### src/shared/pulse_io_regs.svh
`ifndef PULSE_IO_REGS_SVH
`define PULSE_IO_REGS_SVH
// ============================================================
// How it works
// - Rotary switch at zero selects point-to-point RS-232 serial operation.
// - Non-zero switch selects RS-485, switch value becomes node address.
// - Serial link uses only transmit and receive data, no handshake lines.
// - Mode 4 decodes channels A and B as quadrature encoder.
// - Modes 5 and 6: A is step pulse, B is direction level.
// - Mode 7: A pulses step clockwise, B pulses step counter-clockwise.
// - Marker input is accepted but never alters position or mode.
// - Auto-baud jumper sampled once at power-up; present enables auto-baud.
// - Jumper absent: serial port opens at the stored baud setting.
// - Encoder-equivalent output gives quadrature A, B and a marker.
// - Clockwise rotation: A leads B, on inputs and outputs alike.
// - Exactly one marker per revolution, coinciding with a B pulse.

// ============================================================
// Register byte offsets
`define REG_CTRL_OFS       8'h00
`define REG_BAUD_OFS       8'h04
`define REG_LINES_OFS      8'h08
`define REG_STATUS_OFS     8'h0C
`define REG_POSITION_OFS   8'h10

// ============================================================
// Field positions
`define CTRL_MODE_LSB      0
`define CTRL_MODE_MSB      2
`define STAT_NODE_MSB      3
`define STAT_RS485_BIT     4
`define STAT_ABAUD_BIT     5
`define STAT_QERR_BIT      6
`define STAT_MARKER_BIT    7
`define STAT_CAPTURED_BIT  8

// ============================================================
// Reset values and timing
`define CTRL_RESET         3'h0
`define BAUD_RESET         16'h2580
`define LINES_RESET        16'h0400
`define PWRUP_SETTLE_CYCLES 3'h4
`endif

### src/shared/pulse_io_pkg.sv
package pulse_io_pkg;
    // ============================================================
    // Input decode formats
    typedef enum logic [1:0] {
        FMT_NONE,
        FMT_QUAD,
        FMT_STEP_DIR,
        FMT_CW_CCW
    } fmt_type;

    // ============================================================
    // Power-up capture states
    typedef enum logic [1:0] {
        PU_SETTLE,
        PU_CAPTURE,
        PU_DONE
    } pwrup_type;
endpackage

### src/rtl/encoder_out_gen.sv
`timescale 1ns/10ps
module encoder_out_gen (
    input  wire logic        i_clk,
    input  wire logic        i_reset,
    input  wire logic        i_step,
    input  wire logic        i_cw,
    input  wire logic [15:0] i_lines,
    output logic             o_a,
    output logic             o_b,
    output logic             o_z
);
    logic [1:0]  phase_q;
    logic [1:0]  phase_d;
    logic [15:0] line_q;
    logic [15:0] line_d;
    logic [15:0] last_line;

    // Zero lines would stall the marker, so treat it as one
    assign last_line = (i_lines == 16'h0000) ? 16'h0000 : i_lines - 16'h0001;

    // ============================================================
    // Phase walk: 00,10,11,01 with A as the leading channel
    always_comb begin
        phase_d = phase_q;
        line_d  = line_q;
        if (i_step) begin
            if (i_cw) begin
                phase_d = phase_q + 2'h1;
                if (phase_q == 2'h3) begin
                    line_d = (line_q >= last_line) ? 16'h0000 : line_q + 16'h0001;
                end
            end else begin
                phase_d = phase_q - 2'h1;
                if (phase_q == 2'h0) begin
                    line_d = (line_q == 16'h0000) ? last_line : line_q - 16'h0001;
                end
            end
        end
    end

    always_ff @(posedge i_clk) begin
        if (i_reset) begin
            phase_q <= 2'h0;
            line_q  <= 16'h0000;
            o_a     <= 1'b0;
            o_b     <= 1'b0;
            o_z     <= 1'b0;
        end else begin
            phase_q <= phase_d;
            line_q  <= line_d;
            o_a     <= (phase_d == 2'h1) || (phase_d == 2'h2);
            o_b     <= (phase_d == 2'h2) || (phase_d == 2'h3);
            // One line index per turn, gated by B high
            o_z     <= (line_d == 16'h0000) && phase_d[1];
        end
    end
endmodule

### src/rtl/pulse_io_top.sv
// Decided for this implementation: the register offsets and the APB register port.
`timescale 1ns/10ps
`include "pulse_io_regs.svh"
module pulse_io_top (
    input  wire logic        i_clk,
    input  wire logic        i_reset,
    // APB slave
    input  wire logic        i_psel,
    input  wire logic        i_penable,
    input  wire logic        i_pwrite,
    input  wire logic [7:0]  i_paddr,
    input  wire logic [31:0] i_pwdata,
    output logic      [31:0] o_prdata,
    output logic             o_pready,
    output logic             o_pslverr,
    // Pulse input connector
    input  wire logic        i_chan_a,
    input  wire logic        i_chan_b,
    input  wire logic        i_marker,
    input  wire logic        i_autobaud_jumper,
    // Serial mode switch
    input  wire logic [3:0]  i_serial_switch,
    // Motor shaft motion for the equivalent output
    input  wire logic        i_motor_step,
    input  wire logic        i_motor_cw,
    // Serial port setup
    output logic             o_serial_rs485,
    output logic [3:0]       o_node_address,
    output logic             o_autobaud_en,
    output logic [15:0]      o_baud_rate,
    output logic             o_setup_valid,
    // Decoded command motion
    output logic             o_cmd_step,
    output logic             o_cmd_cw,
    // Encoder-equivalent output
    output logic             o_enc_a,
    output logic             o_enc_b,
    output logic             o_enc_z
);
    // ============================================================
    // Pin synchronisers
    logic [7:0] pins_raw;
    logic [7:0] pins_s;
    logic       a_s;
    logic       b_s;
    logic       z_s;
    logic       jumper_s;
    logic [3:0] switch_s;

    assign pins_raw = {i_serial_switch, i_autobaud_jumper, i_marker, i_chan_b, i_chan_a};

    sync_two_ff #(
        .WIDTH (8)
    ) u_pin_sync (
        .i_clk   (i_clk),
        .i_reset (i_reset),
        .i_async (pins_raw),
        .o_sync  (pins_s)
    );

    assign a_s      = pins_s[0];
    assign b_s      = pins_s[1];
    assign z_s      = pins_s[2];
    assign jumper_s = pins_s[3];
    assign switch_s = pins_s[7:4];

    // ============================================================
    // Register storage
    logic [2:0]  mode_q;
    logic [15:0] baud_q;
    logic [15:0] lines_q;
    logic [31:0] position_q;
    logic        qerr_q;
    logic        marker_q;

    // ============================================================
    // APB decode
    logic        setup_phase;
    logic        wr_en;
    logic        addr_hit;
    logic [31:0] rd_mux;
    logic [31:0] status_word;

    assign setup_phase = i_psel && !i_penable;
    // Zero wait states: pready rises on the first access cycle
    assign wr_en = i_psel && i_penable && i_pwrite && o_pready;

    always_comb begin
        addr_hit = 1'b1;
        rd_mux   = 32'h0000_0000;
        case (i_paddr)
            `REG_CTRL_OFS: begin
                rd_mux = {29'h0000_0000, mode_q};
            end
            `REG_BAUD_OFS: begin
                rd_mux = {16'h0000, baud_q};
            end
            `REG_LINES_OFS: begin
                rd_mux = {16'h0000, lines_q};
            end
            `REG_STATUS_OFS: begin
                rd_mux = status_word;
            end
            `REG_POSITION_OFS: begin
                rd_mux = position_q;
            end
            default: begin
                addr_hit = 1'b0;
            end
        endcase
    end

    // Read data latched in setup so the bus output is a flop
    always_ff @(posedge i_clk) begin
        if (i_reset) begin
            o_prdata  <= 32'h0000_0000;
            o_pready  <= 1'b0;
            o_pslverr <= 1'b0;
        end else begin
            o_pready  <= setup_phase;
            o_pslverr <= setup_phase && !addr_hit;
            if (setup_phase && !i_pwrite) begin
                o_prdata <= rd_mux;
            end
        end
    end

    // ============================================================
    // Control registers
    always_ff @(posedge i_clk) begin
        if (i_reset) begin
            mode_q <= `CTRL_RESET;
        end else if (wr_en && i_paddr == `REG_CTRL_OFS) begin
            mode_q <= i_pwdata[`CTRL_MODE_MSB:`CTRL_MODE_LSB];
        end
    end

    always_ff @(posedge i_clk) begin
        if (i_reset) begin
            baud_q <= `BAUD_RESET;
        end else if (wr_en && i_paddr == `REG_BAUD_OFS) begin
            baud_q <= i_pwdata[15:0];
        end
    end

    always_ff @(posedge i_clk) begin
        if (i_reset) begin
            lines_q <= `LINES_RESET;
        end else if (wr_en && i_paddr == `REG_LINES_OFS) begin
            lines_q <= i_pwdata[15:0];
        end
    end

    // ============================================================
    // Power-up capture of switch and jumper
    pulse_io_pkg::pwrup_type pu_q;
    logic [2:0]              settle_q;

    // Wait for the synchronisers to fill before trusting the pins
    always_ff @(posedge i_clk) begin
        if (i_reset) begin
            pu_q     <= pulse_io_pkg::PU_SETTLE;
            settle_q <= 3'h0;
        end else begin
            case (pu_q)
                pulse_io_pkg::PU_SETTLE: begin
                    settle_q <= settle_q + 3'h1;
                    if (settle_q == `PWRUP_SETTLE_CYCLES - 3'h1) begin
                        pu_q <= pulse_io_pkg::PU_CAPTURE;
                    end
                end
                pulse_io_pkg::PU_CAPTURE: begin
                    pu_q <= pulse_io_pkg::PU_DONE;
                end
                pulse_io_pkg::PU_DONE: begin
                    pu_q <= pulse_io_pkg::PU_DONE;
                end
                default: begin
                    pu_q <= pulse_io_pkg::PU_SETTLE;
                end
            endcase
        end
    end

    // Only RXD and TXD exist, so nothing here waits on handshake
    always_ff @(posedge i_clk) begin
        if (i_reset) begin
            o_serial_rs485 <= 1'b0;
            o_node_address <= 4'h0;
            o_autobaud_en  <= 1'b0;
            o_setup_valid  <= 1'b0;
        end else if (pu_q == pulse_io_pkg::PU_CAPTURE) begin
            o_serial_rs485 <= (switch_s != 4'h0);
            o_node_address <= switch_s;
            o_autobaud_en  <= jumper_s;
            o_setup_valid  <= 1'b1;
        end
    end

    // Stored rate applies whenever auto-baud is off
    always_ff @(posedge i_clk) begin
        if (i_reset) begin
            o_baud_rate <= `BAUD_RESET;
        end else begin
            o_baud_rate <= baud_q;
        end
    end

    // ============================================================
    // Input decode
    pulse_io_pkg::fmt_type fmt;
    logic a_p_q;
    logic b_p_q;
    logic a_edge;
    logic b_edge;
    logic a_rise;
    logic b_rise;
    logic step;
    logic cw;
    logic both_edge;

    always_comb begin
        case (mode_q)
            3'h4: begin
                fmt = pulse_io_pkg::FMT_QUAD;
            end
            3'h5, 3'h6: begin
                fmt = pulse_io_pkg::FMT_STEP_DIR;
            end
            3'h7: begin
                fmt = pulse_io_pkg::FMT_CW_CCW;
            end
            default: begin
                fmt = pulse_io_pkg::FMT_NONE;
            end
        endcase
    end

    always_ff @(posedge i_clk) begin
        if (i_reset) begin
            a_p_q <= 1'b0;
            b_p_q <= 1'b0;
        end else begin
            a_p_q <= a_s;
            b_p_q <= b_s;
        end
    end

    assign a_edge    = a_s ^ a_p_q;
    assign b_edge    = b_s ^ b_p_q;
    assign a_rise    = a_s && !a_p_q;
    assign b_rise    = b_s && !b_p_q;
    assign both_edge = a_edge && b_edge;

    // Marker is never an input to this decode
    always_comb begin
        step = 1'b0;
        cw   = 1'b1;
        case (fmt)
            pulse_io_pkg::FMT_QUAD: begin
                // Every single-channel edge counts, direction from phase
                step = (a_edge ^ b_edge);
                // A leading B means clockwise
                cw   = a_edge ? (a_s != b_s) : (a_s == b_s);
            end
            pulse_io_pkg::FMT_STEP_DIR: begin
                step = a_rise;
                cw   = !b_s;
            end
            pulse_io_pkg::FMT_CW_CCW: begin
                // Coincident pulses cancel out
                step = a_rise ^ b_rise;
                cw   = a_rise;
            end
            default: begin
                step = 1'b0;
                cw   = 1'b1;
            end
        endcase
    end

    always_ff @(posedge i_clk) begin
        if (i_reset) begin
            o_cmd_step <= 1'b0;
            o_cmd_cw   <= 1'b1;
        end else begin
            o_cmd_step <= step;
            o_cmd_cw   <= cw;
        end
    end

    always_ff @(posedge i_clk) begin
        if (i_reset) begin
            position_q <= 32'h0000_0000;
        end else if (step) begin
            position_q <= cw ? position_q + 32'h0000_0001 : position_q - 32'h0000_0001;
        end
    end

    // Sticky error; a new error in the clearing cycle wins
    always_ff @(posedge i_clk) begin
        if (i_reset) begin
            qerr_q <= 1'b0;
        end else if (fmt == pulse_io_pkg::FMT_QUAD && both_edge) begin
            qerr_q <= 1'b1;
        end else if (wr_en && i_paddr == `REG_STATUS_OFS && i_pwdata[`STAT_QERR_BIT]) begin
            qerr_q <= 1'b0;
        end
    end

    // Visible for diagnostics only
    always_ff @(posedge i_clk) begin
        if (i_reset) begin
            marker_q <= 1'b0;
        end else begin
            marker_q <= z_s;
        end
    end

    // ============================================================
    // Status word
    always_comb begin
        status_word = 32'h0000_0000;
        status_word[`STAT_NODE_MSB:0]   = o_node_address;
        status_word[`STAT_RS485_BIT]    = o_serial_rs485;
        status_word[`STAT_ABAUD_BIT]    = o_autobaud_en;
        status_word[`STAT_QERR_BIT]     = qerr_q;
        status_word[`STAT_MARKER_BIT]   = marker_q;
        status_word[`STAT_CAPTURED_BIT] = o_setup_valid;
    end

    // ============================================================
    // Encoder-equivalent output
    encoder_out_gen u_enc_out (
        .i_clk   (i_clk),
        .i_reset (i_reset),
        .i_step  (i_motor_step),
        .i_cw    (i_motor_cw),
        .i_lines (lines_q),
        .o_a     (o_enc_a),
        .o_b     (o_enc_b),
        .o_z     (o_enc_z)
    );
endmodule

### src/rtl/sync_two_ff.sv
`timescale 1ns/10ps
module sync_two_ff #(
    parameter int WIDTH = 1
) (
    input  wire logic             i_clk,
    input  wire logic             i_reset,
    input  wire logic [WIDTH-1:0] i_async,
    output logic      [WIDTH-1:0] o_sync
);
    logic [WIDTH-1:0] meta_q;

    // ============================================================
    // First stage feeds only the second
    always_ff @(posedge i_clk) begin
        if (i_reset) begin
            meta_q <= '0;
            o_sync <= '0;
        end else begin
            meta_q <= i_async;
            o_sync <= meta_q;
        end
    end
endmodule

### config.mk
export PLATFORM = sky130hd
export DESIGN_NAME = pulse_io_top
export DESIGN_NICKNAME = d
export VERILOG_FILES = /design/src/shared/pulse_io_pkg.sv /design/src/rtl/encoder_out_gen.sv /design/src/rtl/pulse_io_top.sv /design/src/rtl/sync_two_ff.sv
export VERILOG_INCLUDE_DIRS = /design/src /design/src/shared
export SDC_FILE = /design/constraint.sdc
export NUM_CORES = 1
export LEC_CHECK = 0
export BUFFER_PORTS_ARGS = -buffer_cell sky130_fd_sc_hd__buf_2
export CAP_MARGIN = 10
export CORE_ASPECT_RATIO = 1.5
export CORE_MARGIN = 10
export CORE_UTILIZATION = 64
export DETAILED_ROUTE_END_ITERATION = 12
export GPL_TIMING_DRIVEN = 0
export PLACE_DENSITY = 0.89
export SLEW_MARGIN = 5
export SYNTH_ARGS = -nofsm -noshare
export SYNTH_HDL_FRONTEND = slang
export SYNTH_SLANG_ARGS = --single-unit
### constraint.sdc
create_clock -name i_clk -period 9.4 [get_ports i_clk]
set_clock_uncertainty 0.2 [all_clocks]
set_input_delay 1.41 -clock i_clk [delete_from_list [all_inputs] [get_ports i_clk]]
set_output_delay 1.41 -clock i_clk [all_outputs]
set_load 0.02 [all_outputs]
==> run_results.csv <==
group,metric,value,unit
status,outcome,"complete, no violations",
timing,fmaxAchievable,0.180,GHz
logic_synthesis,synth_area_leader_cell,"dfxtp_1",
worst_hold_path,min_path_type,"reg2reg",
critical_path,cp.required,9.54,ns
logic_synthesis,post-synth-top-count-cell,"nand2_1",
cts,root_buffer,"clkbuf_16",
timing,worstMarginPinSlew,1.21,ns
logic_synthesis,syn_area,0.00992,mm^2
cells_and_area,drive_gt1_share,14.3,%
critical_path,start_kind,"register",
floorplan,initial_core_util,65.5,%
critical_path,cp.buffers_inverters,2,
floorplan,die-width,122,um
detailed_routing,drc,0,
logic_synthesis,yosysSeqAreaShare,34.5,%
cts,post_cts_buffers,0,
cells_and_area,design_area,0.0113,mm^2
cts,clk_latency,0.44,ns
critical_path,critPathMaxFanout,7,
timing,relSlewSlack,19.2,%
floorplan,die_h,172,um
timing,fin_crit,5.57,ns
detailed_routing,drtIter0Drc,1232,
logic_synthesis,synthesis.nets,1344,
cells_and_area,syn_to_final_growth,13.5,%
global_route,grt_pass1_wl,51700,um
logic_synthesis,ys_seq_elements,171,
cts,hold_buffers,0,
logic_synthesis,synth_ff_type,"dfxtp_1",
timing,hold_viol_final,0,
logic_synthesis,async_flop_share,0,%
critical_path,path_cells,"inv_1 -> ha_1 -> nor3b_1 -> and2_1 -> clkbuf_1 -> nand3_1 -> xnor2_1 -> nand2_1 -> ha_1 -> nand2_1 -> nor4_1 -> a221oi_1 -> o21a_1 -> o21ai_0 -> o21ai_0 -> a211oi_1 -> nand4_1 -> nor4_2",
global_route,grt_pass1_vias,10000,
detailed_routing,via_count,10100,
critical_path,slowest_delay,0.85,ns
critical_path,reg2reg_slack,3.83,ns
cells_and_area,nNetsFinal,1462,
detailed_routing,first_pass_iters,9,
power,p_leak,0.00483,uW
global_route,overflow,0,
power,max-vdd-ir-drop,0.112,mV
logic_synthesis,synth.avg_cell_area,8.07,um^2
timing,rsz0062_at_grt,"no",
power,powerDensity,175,mW/mm^2
logic_synthesis,synth_top_area_share,34.5,%
logic_synthesis,ys_types,87,
place,io_buffers,99,
detailed_routing,viasPerCell,6.48,
timing,fin_ws,3.83,ns
place,dp_slack,4.13,ns
detailed_routing,wire_per_inst,21.3,um
timing,setup_viol,0,
place,hpwl,24900,um
detailed_routing,drtAntennaViolNets,0,
cts,numCtsBuffers,17,
timing,fin_crit_sh,59.2,%
critical_path,crit_family,"compound AO/OA/AOI/OAI gates",
floorplan,core_area,0.0151,mm^2
logic_synthesis,yosysWarningCount,0,
floorplan,num_rows,55,
flow_run,drv_cap,0,
floorplan,dieArea,0.0210,mm^2
global_route,antenna_found_initial,1,
global_route,grt_use_total,31.3,%
critical_path,arrival,5.71,ns
critical_path,worstSetupEndpointType,"register",
cts,htreeDepth,4,
power,total_power,1960,uW
cts,clkTransAtPathRegs,0.08,ns
logic_synthesis,syn_inst,1229,
detailed_routing,drt-total-wl,33300,um
cts,cts_resized,0,
place,place.gp.congestion,1.01,
logic_synthesis,synth_edf_count,0,
cts,cts_buffer_depth,2,
critical_path,crit_type,"reg2reg",
global_route,grt_max_degree,34,
floorplan,pin_count,117,
cts,cts_tree,"done",
critical_path,crit_slowest_cell,"a211oi_1",
logic_synthesis,synth_common_cells,"nand2_1, dfxtp_1, a21oi_1, nor2_1, ha_1",
timing,drv_slew,0,
logic_synthesis,netlist_top_cells_area,"dfxtp_1, ha_1, nand2_1, a21oi_1, nor2_1",
place,postPlaceCellArea,0.0107,mm^2
cts,cts_sinks,171,
timing,tns,0,ns
timing,hold_slack,0.235,ns
==> cell type report <==
type,count,area [um^2]
Buffer,78,424
Timing Repair Buffer,99,495
Multi-Input combinational cell,953,5970
Inverter,27,101
Fill cell,1162,3890
Antenna cell,1,2.50
Clock inverter,14,159
Clock buffer,18,429
Sequential cell,171,3420
Tap cell,199,249
==> cell usage in the layout, fill, tap and decap left out, types with 6 or more instances in the layout <==
master,count
nor3b_1,10
nor2_1,105
o31ai_1,6
a22oi_1,8
nor4_1,9
nand2_1,176
clkbuf_16,17
xor2_1,15
or2_2,9
o21a_1,9
and2_1,11
and3_1,15
or3_1,8
xnor2_1,19
nor2b_1,39
a21o_1,17
nand2b_1,13
nand3_1,54
and4_1,6
a222oi_1,11
ha_1,59
buf_2,105
nor3_1,20
mux2i_1,16
o21ai_0,44
nand4_1,14
a31oi_1,9
mux2_2,9
inv_1,27
a21oi_1,129
a211oi_1,22
clkbuf_1,57
dfxtp_1,171
==> state kept, by name (all words and copies together), names as in the netlist, 2 cells and up <==
register and count:
u_pin_sync.o_sync 8, position_q 32, u_enc_out.phase_q 2, o_node_address 4, settle_q 3, lines_q 16, u_pin_sync.meta_q 8, pu_q 2
baud_q 16, u_enc_out.line_q 16, mode_q 3, o_baud_rate 16, o_prdata 32
==> where the power goes <==
group	internal [uW]	switching, uW	leakage, uW	total [uW]
logic	172	284	0.00317	456
registers	753	32.2	0.00139	785
clock network	397	326	0.000276	723
==> final timing paths <==
path                             start                    to  depth (start not counted)
setup reg to reg            lines_q[0]         u_enc_out.o_z                         18
hold reg to reg   u_pin_sync.meta_q[6]  u_pin_sync.o_sync[6]                          1
hold / removal    u_pin_sync.meta_q[6]  u_pin_sync.o_sync[6]                          1
setup / recovery            lines_q[0]         u_enc_out.o_z                         18
==> per-stage QoR <==
step | utilization, % | cells
4_1_cts | 74.3 | 1559
3_3_place_gp | 70.4 | 1527
2_1_floorplan | - | 1229
3_5_place_dp | 70.4 | 1527
6_report | 74.3 | 1560
5_1_grt | 74.3 | 1560
==> per-layer routing <==
metal / routed length [um] / global-route usage (%) / vias to the layer above / share of wire [%]
met2: 16800 / 55.9 / 601 / 51
met5: 0 / 0 / - / 0
met3: 2590 / 5.58 / 186 / 7.8
met1: 11200 / 31.7 / 4692 / 34
li1: - / - / 4636 / -
met4: 2620 / 23.5 / 0 / 7.9
==> cells by family after synthesis <==
kind of cell | Yosys count | share of synthesized area [%]
compound gates | 312 | 20.2
xor+xnor | 34 | 3.00
fa+ha+maj | 60 | 7.65
buf+inv | 105 | 5.30
flops | 171 | 34.5
mux | 25 | 2.64
simple gates | 522 | 26.7
(Power assumes the default switching activity.)
